## config.mk

```make
export PLATFORM = sky130hd
export DESIGN_NAME = bcs_regs
export DESIGN_NICKNAME = d
export VERILOG_FILES = /design/src/bcs_pkg.sv /design/src/bcs_sync.sv /design/src/bcs_regs.sv
export VERILOG_INCLUDE_DIRS = /design/src
export SDC_FILE = /design/constraint.sdc
export NUM_CORES = 1
export LEC_CHECK = 0
export BUFFER_PORTS_ARGS = -buffer_cell sky130_fd_sc_hd__buf_2
export CAP_MARGIN = 20
export CORE_ASPECT_RATIO = 1.5
export CORE_MARGIN = 4
export CORE_UTILIZATION = 40
export DETAILED_ROUTE_END_ITERATION = 12
export PLACE_DENSITY = 0.83
export SLEW_MARGIN = 20
export SYNTH_ARGS = -nofsm -noshare
export SYNTH_HDL_FRONTEND = slang
export SYNTH_SLANG_ARGS = --single-unit
```

## constraint.sdc

```tcl
create_clock -name ref_clk -period 1 [get_ports ref_clk]
set_input_delay 0.3 -clock ref_clk [delete_from_list [all_inputs] [get_ports ref_clk]]
set_output_delay 0.3 -clock ref_clk [all_outputs]
set_load 0.03 [all_outputs]
```

## src/bcs_defines.svh

```systemverilog
// Register offsets, field positions and reset values for the board control and status bank.
`ifndef BCS_DEFINES_SVH
`define BCS_DEFINES_SVH
`define BCS_CTRL0_ADDR 32'h1000_0001
`define BCS_STATUS_ADDR 32'h1000_0003
`define BCS_CTRL0_RESET 8'h00
`define BCS_BOARD_OUT_RESET 7'h60
`define BCS_CTL_FAULT 0
`define BCS_CTL_SEL 1
`define BCS_CTL_CLK 2
`define BCS_CTL_DIN 3
`define BCS_STS_DOUT 5
`define BCS_STS_DMA_READY_FLAG 4
`define BCS_SYNC_STAGES 2
`endif

```

## src/bcs_pkg.sv

```systemverilog
// Types shared by the board control and status bank.
package bcs_pkg;
  // Outputs facing the board: lamps, system-fail and serial memory lines.
  typedef struct packed {
    logic faultLampOn;
    logic sysFailOn;
    logic dmaLampOn;
    logic vmeLampOn;
    logic serialMemSelBit;
    logic serialMemClkBit;
    logic serialMemDinBit;
  } bcs_board_out_t;
  // Raw inputs from pins and other board logic.
  typedef struct packed {
    logic [5:0] boardSelectSwitches;
    logic serialMemDoutBit;
    logic dmaReadyFlag;
  } bcs_pin_in_t;
  typedef enum logic [1:0] {
    BCS_SEL_NONE = 2'b00,
    BCS_SEL_CTRL = 2'b01,
    BCS_SEL_STATUS = 2'b10
  } bcs_sel_t;
endpackage

```

## src/bcs_sync.sv

```systemverilog
// Two-stage synchroniser for a group of asynchronous pin levels.
`timescale 1ns/1ps
module bcs_sync #(
  parameter int WIDTH = 8
) (
  // Clock and reset.
  input wire logic ref_clk,
  input wire logic rstn,
  // Levels in and out.
  input wire logic [WIDTH-1:0] asyncIn,
  output logic [WIDTH-1:0] syncOut
);
  logic [WIDTH-1:0] stage1_q;

  // The first stage is read only by the second stage.
  always_ff @(posedge ref_clk or negedge rstn) begin
    if (!rstn) begin
      stage1_q <= '0;
      syncOut <= '0;
    end else begin
      stage1_q <= asyncIn;
      syncOut <= stage1_q;
    end
  end
endmodule // bcs_sync

```

## src/bcs_regs.sv

```systemverilog
// Board control and status register pair with lamps, system-fail and serial memory lines.
// Operation
// - Control bit 0 low lights fault lamp and asserts system-fail; high releases both.
// - Fault control bit resets to 0, so lamp lit until software writes 1.
// - DMA lamp is on in the cycle after each cycle the DMA controller owns the bus.
// - Bus lamp is on while the board is master on the backplane bus.
// - Serial memory select, clock, data-in follow control bits 1, 2, 3.
// - Select bit 0 deselects, 1 selects; it resets to 0.
// - Data-in bit drives the serial memory data input directly.
// - Clock bit drives the serial memory clock directly, no hardware clocking.
// - Serial memory data-out reads as status bit 5.
// - Status holds switches 1-4 in bits 0-3, ready flag 4, switches 5-6 in 6-7.
// - Switch bit reads 0 when on, 1 when off.
`timescale 1ns/1ps
`include "bcs_defines.svh"
module bcs_regs (
  // Clock and reset.
  input wire logic ref_clk,
  input wire logic rstn,
  // Register port.
  input wire logic [31:0] regAddr,
  input wire logic [7:0] regWdata,
  input wire logic regWrite,
  input wire logic regRead,
  output logic [7:0] regRdata,
  // Bus ownership from same-clock logic.
  input wire logic dmaOwnsBus,
  input wire logic vmeMasterActive,
  // Board pins.
  input wire bcs_pkg::bcs_pin_in_t pinIn,
  output bcs_pkg::bcs_board_out_t boardOut
);
  logic [7:0] ctrl_q;
  logic [7:0] pinSync;
  logic [7:0] statusWord;
  logic [7:0] rdata_d;
  bcs_pkg::bcs_sel_t readSel;
  bcs_pkg::bcs_board_out_t boardOut_d;

  // Switches and serial data come from pins, so they are synchronised first.
  bcs_sync #(.WIDTH(8)) uSync (
    .ref_clk(ref_clk),
    .rstn(rstn),
    .asyncIn(pinIn),
    .syncOut(pinSync)
  );

  // Address decoding; the status address is deliberately absent from the write path.
  function automatic bcs_pkg::bcs_sel_t decodeAddr(input logic [31:0] a);
    if (a == `BCS_CTRL0_ADDR) begin
      decodeAddr = bcs_pkg::BCS_SEL_CTRL;
    end else if (a == `BCS_STATUS_ADDR) begin
      decodeAddr = bcs_pkg::BCS_SEL_STATUS;
    end else begin
      decodeAddr = bcs_pkg::BCS_SEL_NONE;
    end
  endfunction

  assign readSel = decodeAddr(regAddr);

  // Status layout; switch levels pass through unchanged, low meaning switch on.
  assign statusWord = {pinSync[7:6], pinSync[1], pinSync[0], pinSync[5:2]};

  // Read mux; unmapped addresses return zero.
  assign rdata_d = !regRead ? 8'h00 :
                   (readSel == bcs_pkg::BCS_SEL_CTRL) ? ctrl_q :
                   (readSel == bcs_pkg::BCS_SEL_STATUS) ? statusWord : 8'h00;

  // Board outputs come from control bits and bus ownership levels.
  assign boardOut_d.faultLampOn = ~ctrl_q[`BCS_CTL_FAULT];
  assign boardOut_d.sysFailOn = ~ctrl_q[`BCS_CTL_FAULT];
  assign boardOut_d.dmaLampOn = dmaOwnsBus;
  assign boardOut_d.vmeLampOn = vmeMasterActive;
  assign boardOut_d.serialMemSelBit = ctrl_q[`BCS_CTL_SEL];
  assign boardOut_d.serialMemClkBit = ctrl_q[`BCS_CTL_CLK];
  assign boardOut_d.serialMemDinBit = ctrl_q[`BCS_CTL_DIN];

  // Control register; reset lights the lamp and deselects the memory.
  always_ff @(posedge ref_clk or negedge rstn) begin
    if (!rstn) begin
      ctrl_q <= `BCS_CTRL0_RESET;
    end else if (regWrite && readSel == bcs_pkg::BCS_SEL_CTRL) begin
      ctrl_q <= regWdata;
    end
  end

  // Outputs are registered, adding one cycle of lag to each level.
  always_ff @(posedge ref_clk or negedge rstn) begin
    if (!rstn) begin
      regRdata <= 8'h00;
      boardOut <= `BCS_BOARD_OUT_RESET;
    end else begin
      regRdata <= rdata_d;
      boardOut <= boardOut_d;
    end
  end

  // Helper decodes for the checks, written apart from the datapath decode so one slip is not mirrored.
  logic ctrlWriteHit;
  logic statusWriteHit;
  logic ctrlReadHit;
  logic statusReadHit;
  logic otherReadHit;
  logic [1:0] syncAge_q;
  logic [1:0] syncAge_d;

  // Strobes qualified by the two register addresses.
  assign ctrlWriteHit = regWrite && (regAddr == `BCS_CTRL0_ADDR);
  assign statusWriteHit = regWrite && (regAddr == `BCS_STATUS_ADDR);
  assign ctrlReadHit = regRead && (regAddr == `BCS_CTRL0_ADDR);
  assign statusReadHit = regRead && (regAddr == `BCS_STATUS_ADDR);
  assign otherReadHit = regRead && !ctrlReadHit && !statusReadHit;

  // Edges since reset, saturating at three; the synchroniser needs two of them before pins are valid.
  assign syncAge_d = (syncAge_q == 2'h3) ? syncAge_q : syncAge_q + 2'h1;

  // Age counter used by the checks only; the datapath never reads it.
  always_ff @(posedge ref_clk or negedge rstn) begin
    if (!rstn) begin
      syncAge_q <= 2'h0;
    end else begin
      syncAge_q <= syncAge_d;
    end
  end
endmodule // bcs_regs

```

### After elaboration in Yosys (flattened, before gate mapping)

Index checks and enable logic that the tools add are counted.

* register bits after elaboration: 38
* input bits: 54
* output and inout port bits: 15
* word-level logic and storage cells: 21

* equality and inequality tests: 4
* muxes and demuxes: 5
* bitwise logic cells: 1
* reduce and logical (&&, ||, !) cells: 1

Operators with widths (count)
* $eq A32 B29 Y1 const B: 2
* $mux W8: 3
* $mux W2: 2
* $eq A2 B1 Y1 const B: 1
* $eq A2 B2 Y1 const B: 1
* $logic_and A1 B1 Y1: 1
* $not A1 Y1: 1

### Logic depth before layout (Yosys ltp)

Gate-level depths: netlist (run 1).

* depth after elaboration: 7
* depth in mapped cells: 5
* gate-level depth less buffers: 4

### Cells and area by module

A second synthesis (run 1) with hierarchy kept.

* cells, all modules: 78
* area total of the unflattened synthesis: 1262.5 µm²

Modules (own cells, without submodules)
* bcs_regs: times used 1, cells an instance 62, area an instance 862.1 µm², seq. area each 551.8 µm²
* bcs_sync: times used 1, cells an instance 16, area an instance 400.4 µm², seq. area each 400.4 µm²

### Worst setup path after synthesis (run 1)

No wires, ideal clock.

* path kind: input-to-reg
* start point: input port regAddr[29]
* end point: register ctrl_q[0]
* library setup time: 125 ps
* arrival: 1387 ps
* data required time: 875 ps
* path slack: -512 ps
* cell stages on the path: 5
* buffers on the path: 1
* path through: nor4b_2 and4_1 and4b_1 buf_6 mux2_4

* longest elaborated chain between the ends: 5
* elaborated cells between the ends (all ways): 6
* those cells by class: 3 x eq/ne; 2 x mux; 1 x reduce/logical

RTL lines
* start: declaration: line bcs_regs.sv:21 `input wire logic [31:0] regAddr,`
* $eq A32 B29 Y1 (no line)
* $mux W2: line bcs_regs.sv:52 `` end else if (a == `BCS_STATUS_ADDR) begin ``
* $mux W2 *: line bcs_regs.sv:50 `` if (a == `BCS_CTRL0_ADDR) begin ``
* $eq A2 B1 Y1 *: line bcs_regs.sv:82 `end else if (regWrite && readSel == bcs_pkg::BCS_SEL_CTRL) begin`
* $logic_and A1 B1 Y1 *: line bcs_regs.sv:82
* end signal: assignment: line bcs_regs.sv:81 `` ctrl_q <= `BCS_CTRL0_RESET; ``
* end signal: assignment: line bcs_regs.sv:83 `ctrl_q <= regWdata;`
* end: declaration: line bcs_regs.sv:33 `logic [7:0] ctrl_q;`

Mark *: on every way between the ends. The rest lies on a longest branch, timed or not.
A chain may end at the register's enable or synchronous reset.

### Worst setup path after layout (run 1)

* start point: input port regAddr[24]
* end point: register ctrl_q[2]

Same word-level chain as after synthesis.

==> results of run 1 <==
==> worst max-delay path, delay by kind of cell <==
| family | cells | cell delay [ns] |
|---|---|---|
| buffers and inverters | 2 | 0.26 |
| muxes | 1 | 0.30 |
| and+or+nand+nor | 3 | 0.76 |
==> metrics by stage <==
step                power (W)  cells  setup TNS, ns  hold slack (ns)  setup slack [ns]
finish                0.00277    196          -5.61            0.125            -0.463
detailed placement    0.00180    187          -8.34            0.275            -0.724
floorplan             0.00165     78          -5.11          0.00441            -0.504
global placement      0.00179    187          -7.85            0.268            -0.693
CTS                   0.00277    196          -4.95            0.116            -0.404
global route          0.00290    196          -6.37            0.114            -0.483
==> worst paths after layout <==
| kind | endpoint | slack [ns] | cells after the start |
|---|---|---|---|
| min reg2reg | uSync.syncOut[5]$_DFF_PN0_ | 0.34 | 0 |
| max in group asynchronous | boardOut[5]$_DFF_PN1_ | 0.24 | 3 |
| max reg2reg | regRdata[1]$_DFF_PN0_ | 0.15 | 2 |
| max | ctrl_q[2]$_DFFE_PN0P_ | -0.46 | 6 |
| min | uSync.stage1_q[4]$_DFF_PN0_ | 0.12 | 1 |
| min in group asynchronous | ctrl_q[0]$_DFFE_PN0P_ | 0.52 | 3 |
==> state kept, by name, indices dropped and copies added, names as in the netlist <==
register	flops
uSync.syncOut	8
ctrl_q	8
boardOut	6
regRdata	8
uSync.stage1_q	8
==> Yosys cell counts (all sizes together) <==
| cell type | n |
|---|---|
| buf | 3 |
| nor3b | 1 |
| nand3 | 1 |
| dfstp | 1 |
| mux2i | 8 |
| and4 | 2 |
| and4b | 1 |
| nor2 | 8 |
| dfrtp | 37 |
| nor4 | 6 |
| mux2 | 8 |
| inv | 1 |
| nor4b | 1 |
==> layer usage <==
layer | vias up | share of wire, % | track usage [%] | routed length [um]
met3 | 12 | 7.2 | 4.93 | 220
li1 | 423 | - | - | -
met1 | 458 | 31 | 16.9 | 936
met5 | - | 0 | 0 | 0
met2 | 33 | 59 | 26.1 | 1790
met4 | 0 | 3.3 | 10.2 | 99
==> repair_timing <==
action                     in CTS  in global routing
hold endpoints to repair       37                  0
gates resized for setup        45                  9
pin swaps                      18                  6
setup buffers                   0                  0
cloned                          0                  0
hold buffers                    1                  0
setup endpoints to repair      31                 31
==> logic make-up after synthesis <==
group	share of synthesized area, %
flip-flops	72.4
AND/OR/NAND/NOR	9.80
multiplexers	15.2
buffers and inverters	2.57
==> area by class of cell <==
cell class | count | area [um2]
clock buffers | 8 | 80.1
well taps | 40 | 50.0
flip-flops and latches | 38 | 952
inverters | 1 | 3.75
fillers | 224 | 1110
multi-input cells | 36 | 405
repair buffers | 73 | 553
==> power by group through the flow <==
stage	registers (W)	clock network, W	logic, W
CTS	0.00158	0.000965	0.000222
detailed placement	0.00161	0	0.000192
finish	0.00159	0.000941	0.000245
global placement	0.00161	0	0.000184
global route	0.00159	0.00105	0.000266
floorplan	0.00162	0	0.0000348
==> flow_metrics.tcl, run 1 <==
set metrics [dict create \
    dr.first_iter.drc_count 8 \
    htreeDepth 2 \
    grt_pass1_vias 1092 \
    num_rows 25 \
    path_cells "buf_2 -> nor4_2 -> and4_1 -> and4b_1 -> buf_12 -> mux2_4" \
    cp.arrival_ns 1.63 \
    power_density_mw_per_mm2 1360 \
    die-area_mm2 0.00429 \
    layout_setup_ws_ns -0.463 \
    yosysTopAreaCellShare_pct 70.4 \
    synth_nets 132 \
    ys_warn_count 0 \
    final_common_cell "buf_2" \
    fin_crit_sh_pct 146 \
    ys_ff_latch 38 \
    grt_max_degree 39 \
    die_h_um 78.2 \
    cts_inserted_buffers 5 \
    hold_start "pinIn[4]" \
    cts_sinks 38 \
    slowest_stage "mux2_4" \
    track_usage_pct 16.0 \
    wl_um 3040 \
    drc 0 \
    clk_pin_slew_ns 0.06 \
    critPathMaxFanout 8 \
    postLayoutCoreUtil_pct 64.7 \
    clock_tree.buffer_depth 2 \
    start_kind "input port" \
    p_sw_share_pct 20.4 \
    yosys.area.top_type "dfrtp_1" \
    antenna_found_initial 0 \
    place.port_buffers 68 \
    overflow 0 \
    stdcell_area_mm2 0.00204 \
    syn_avg_cell_area_um2 16.9 \
    outcome "finished with violations" \
    setup_viol 31 \
    skew_ns 0.00398 \
    ant_nets 0 \
    failed_checks "setup timing" \
    p_leak_nw 1.01 \
    die_w_um 54.8 \
    diodes 0 \
    max_freq_mhz 684 \
    cell_internal_pwr_w 0.00221 \
    rsz0062_at_grt "yes" \
    power.share.clock_pct 34.0 \
    r2r_start "ctrl_q[1]$_DFFE_PN0P_" \
    place_hpwl_um 2190 \
    dpl_cell_area_mm2 0.00173 \
    dr_total_vias 926 \
    clk_latency_ns 0.28 \
    drv_cap 0 \
    crit_start "regAddr[24]" \
    path_class "in2reg" \
    switching_power_w 0.000566 \
    crit_path_max_incr_delay_ns 0.30 \
    drive_gt1_share_pct 62.8 \
    min_period_ns 1.46 \
    routed_via_density 4.72 \
    syn2layout_area_growth_pct 55.5 \
    initial_core_util_pct 41.6 \
    finalHoldViolCount 0 \
    syn_inst 78 \
    gp_congestion 0.753 \
    wl_per_cell_um 15.5 \
    synthTopCellsByArea "dfrtp_1 (70%), mux2_4 (9.1%), mux2i_1 (6.1%)" \
    cts_tree "done" \
    synth_area_mm2 0.00132 \
    synthDistinctLibCells 15 \
    relSlewSlack_pct 79.7 \
    worstPathRequired_ns 1.16 \
    seqPwrFrac_pct 57.2 \
    dr.pass1.iters 2 \
    final_cell_mix "buf_2 (45), dfrtp_1 (37), buf_6 (24)" \
    p_comb_share_pct 8.8 \
    nets 209 \
    ir_drop_v 0.00126 \
    yosysSeqAreaShare_pct 72.4 \
    drv_slew 0 \
    worst_slew_pin_slew_ns 0.296 \
    fp.coreArea_mm2 0.00316 \
    cts_root_buffer "clkbuf_8" \
    io_pins 69 \
    grt_pass1_wl_um 4910 \
    crit_path_end_kind "flop" \
    min_path_type "in2reg" \
]
(Power assumes the default switching activity.)
==> inputs of run 2 (changes only) <==
- PLACE_DENSITY: 0.83 -> 0.71
==> run 2 against run 1 <==
The run still ends with setup timing left. Total power grew 13%. Final cell count is 1.0% higher. Global-route usage barely moved. Sequential cell count is the same. Register-to-register slack improved by 0.04 ns. Wire length down 3.5%. Highest routed layer unchanged. Critical path type unchanged. Non-clock buffer count grew 2. Via count shrank 2.8%. Setup slack better by 0.030 ns.
==> flow_metrics.tcl, run 2 (same netlist as run 1, synthesis figures left out) <==
set metrics [dict create \
    outcome "finished with violations" \
    failed_checks "setup timing" \
    slowest_stage "mux2_4" \
    io_pins 69 \
    finalHoldViolCount 0 \
    cp.arrival_ns 1.60 \
    path_class "in2reg" \
    ir_drop_v 0.00113 \
    wl_um 2940 \
    rsz0062_at_grt "yes" \
    setup_viol 31 \
    clk_latency_ns 0.28 \
    r2r_cells 2 \
    seqCellArea_um2 952 \
    dr.first_iter.drc_count 3 \
    fp.coreArea_mm2 0.00316 \
    routed_via_density 4.55 \
    path_cells "buf_6 -> nor4_4 -> and4_1 -> and4b_1 -> buf_12 -> mux2_4" \
    htreeDepth 2 \
    start_kind "input port" \
    use_met3_pct 6.64 \
    grt_max_degree 16 \
    wl_per_cell_um 14.8 \
    die-area_mm2 0.00429 \
    drive_gt1_share_pct 65.8 \
    fin_crit_sh_pct 143 \
    r2r_start "ctrl_q[1]$_DFFE_PN0P_" \
    clock_tree.buffer_depth 2 \
    grt-busiest-layer "met2" \
    syn2layout_area_growth_pct 60.7 \
    worst_slew_pin_slew_ns 0.274 \
    hold_start "vmeMasterActive" \
    fillers 242 \
    track_usage_pct 16.0 \
    drv_cap 0 \
    use_met1_pct 17.7 \
    die_w_um 54.8 \
    place_hpwl_um 2230 \
    grt_pass1_wl_um 4750 \
    grtUsageMet2_pct 25.2 \
    overflow 0 \
    skew_ns 0.00366 \
    cts_tree "done" \
    diodes 0 \
    final_common_cell "buf_2" \
    antenna_found_initial 0 \
    ant_nets 0 \
    p_leak_nw 1.04 \
    min_path_type "in2reg" \
    clk_pin_slew_ns 0.07 \
    power_density_mw_per_mm2 1480 \
    postLayoutCoreUtil_pct 66.9 \
    drv_slew 0 \
    multi_input_area_um2 429 \
    worstPathRequired_ns 1.17 \
    drc 0 \
    final_cell_mix "buf_2 (44), dfrtp_1 (37), buf_6 (25)" \
    num_rows 25 \
    min_period_ns 1.43 \
    die_h_um 78.2 \
    place.port_buffers 68 \
    r2r_end "regRdata[1]$_DFF_PN0_" \
    relSlewSlack_pct 81.2 \
    cts_root_buffer "clkbuf_8" \
    crit_family "simple AND/OR/NAND/NOR gates" \
    r2r_slack_ns 0.19 \
    dr.pass1.iters 2 \
    critPathBufInv 2 \
    hold_end "boardOut[3]$_DFF_PN0_" \
    max_freq_mhz 698 \
    dr_total_vias 900 \
    cts_inserted_buffers 5 \
    crit_path_max_incr_delay_ns 0.30 \
    crit_path_end_kind "flop" \
    nets 211 \
    fin_total_pwr_w 0.00312 \
    grt_pass1_vias 1046 \
    initial_core_util_pct 41.6 \
    cts_sinks 38 \
    layout_setup_ws_ns -0.433 \
    critPathMaxFanout 8 \
    gp_congestion 0.832 \
    whs_path_depth 1 \
    fin_worst_hold_slack_ns 0.116 \
]
-- run 2: worst max path at each step --
stage / startpoint / endpoint / slack (ns) / depth (start not counted)
after floorplan: regAddr[8] / ctrl_q[0]$_DFFE_PN0P_ / -0.50 / 5
after global placement: regAddr[15] / ctrl_q[2]$_DFFE_PN0P_ / -0.69 / 6
after detailed placement: regAddr[16] / ctrl_q[6]$_DFFE_PN0P_ / -0.78 / 6
after CTS: regAddr[12] / ctrl_q[5]$_DFFE_PN0P_ / -0.42 / 6
after global routing: regAddr[26] / ctrl_q[6]$_DFFE_PN0P_ / -0.46 / 6
final: regAddr[6] / ctrl_q[5]$_DFFE_PN0P_ / -0.43 / 6
-- run 2: cell type report --
class                           instances  share of cell area [%]
Sequential cell                        38                    45.1
Timing Repair Buffer                   75                    26.6
Multi-Input combinational cell         36                    20.3
Clock buffer                            7                    4.09
Tap cell                               40                    2.37
Clock inverter                          1                    1.42
Inverter                                1                   0.178
-- run 2: per-layer routing --
layer | up-vias | share of wire [%]
li1 | 428 | -
met1 | 433 | 36
met2 | 32 | 56
met3 | 7 | 6.0
met4 | 0 | 2.1
met5 | - | 0
-- run 2: repair_timing --
action / in CTS / in global routing
hold endpoints to repair: 7 / 0
setup buffers: 1 / 0
pin swaps: 10 / 8
resized for setup: 48 / 12
setup endpoints to repair: 31 / 31
hold buffers: 1 / 0
-- run 2: metrics by stage --
step / instances / setup TNS, ns / cell area [um2] / setup WS [ns]
5_1_grt: 198 / -7.25 / 2110 / -0.464
3_3_place_gp: 188 / -7.99 / 1730 / -0.694
6_report: 198 / -6.12 / 2110 / -0.433
2_1_floorplan: 78 / -5.11 / 1320 / -0.504
3_5_place_dp: 188 / -9.29 / 1730 / -0.778
4_1_cts: 198 / -6.02 / 2040 / -0.416
-- run 2: report_power, final --
| group | switching, W | internal (W) | total, W | leakage, nW |
|---|---|---|---|---|
| Combinational | 0.000108 | 0.000138 | 0.000246 | 0.493 |
| Sequential | 0.0000115 | 0.00157 | 0.00159 | 0.486 |
| Clock | 0.000476 | 0.000812 | 0.00129 | 0.0585 |
| Total | 0.000596 | 0.00252 | 0.00312 | 1.04 |
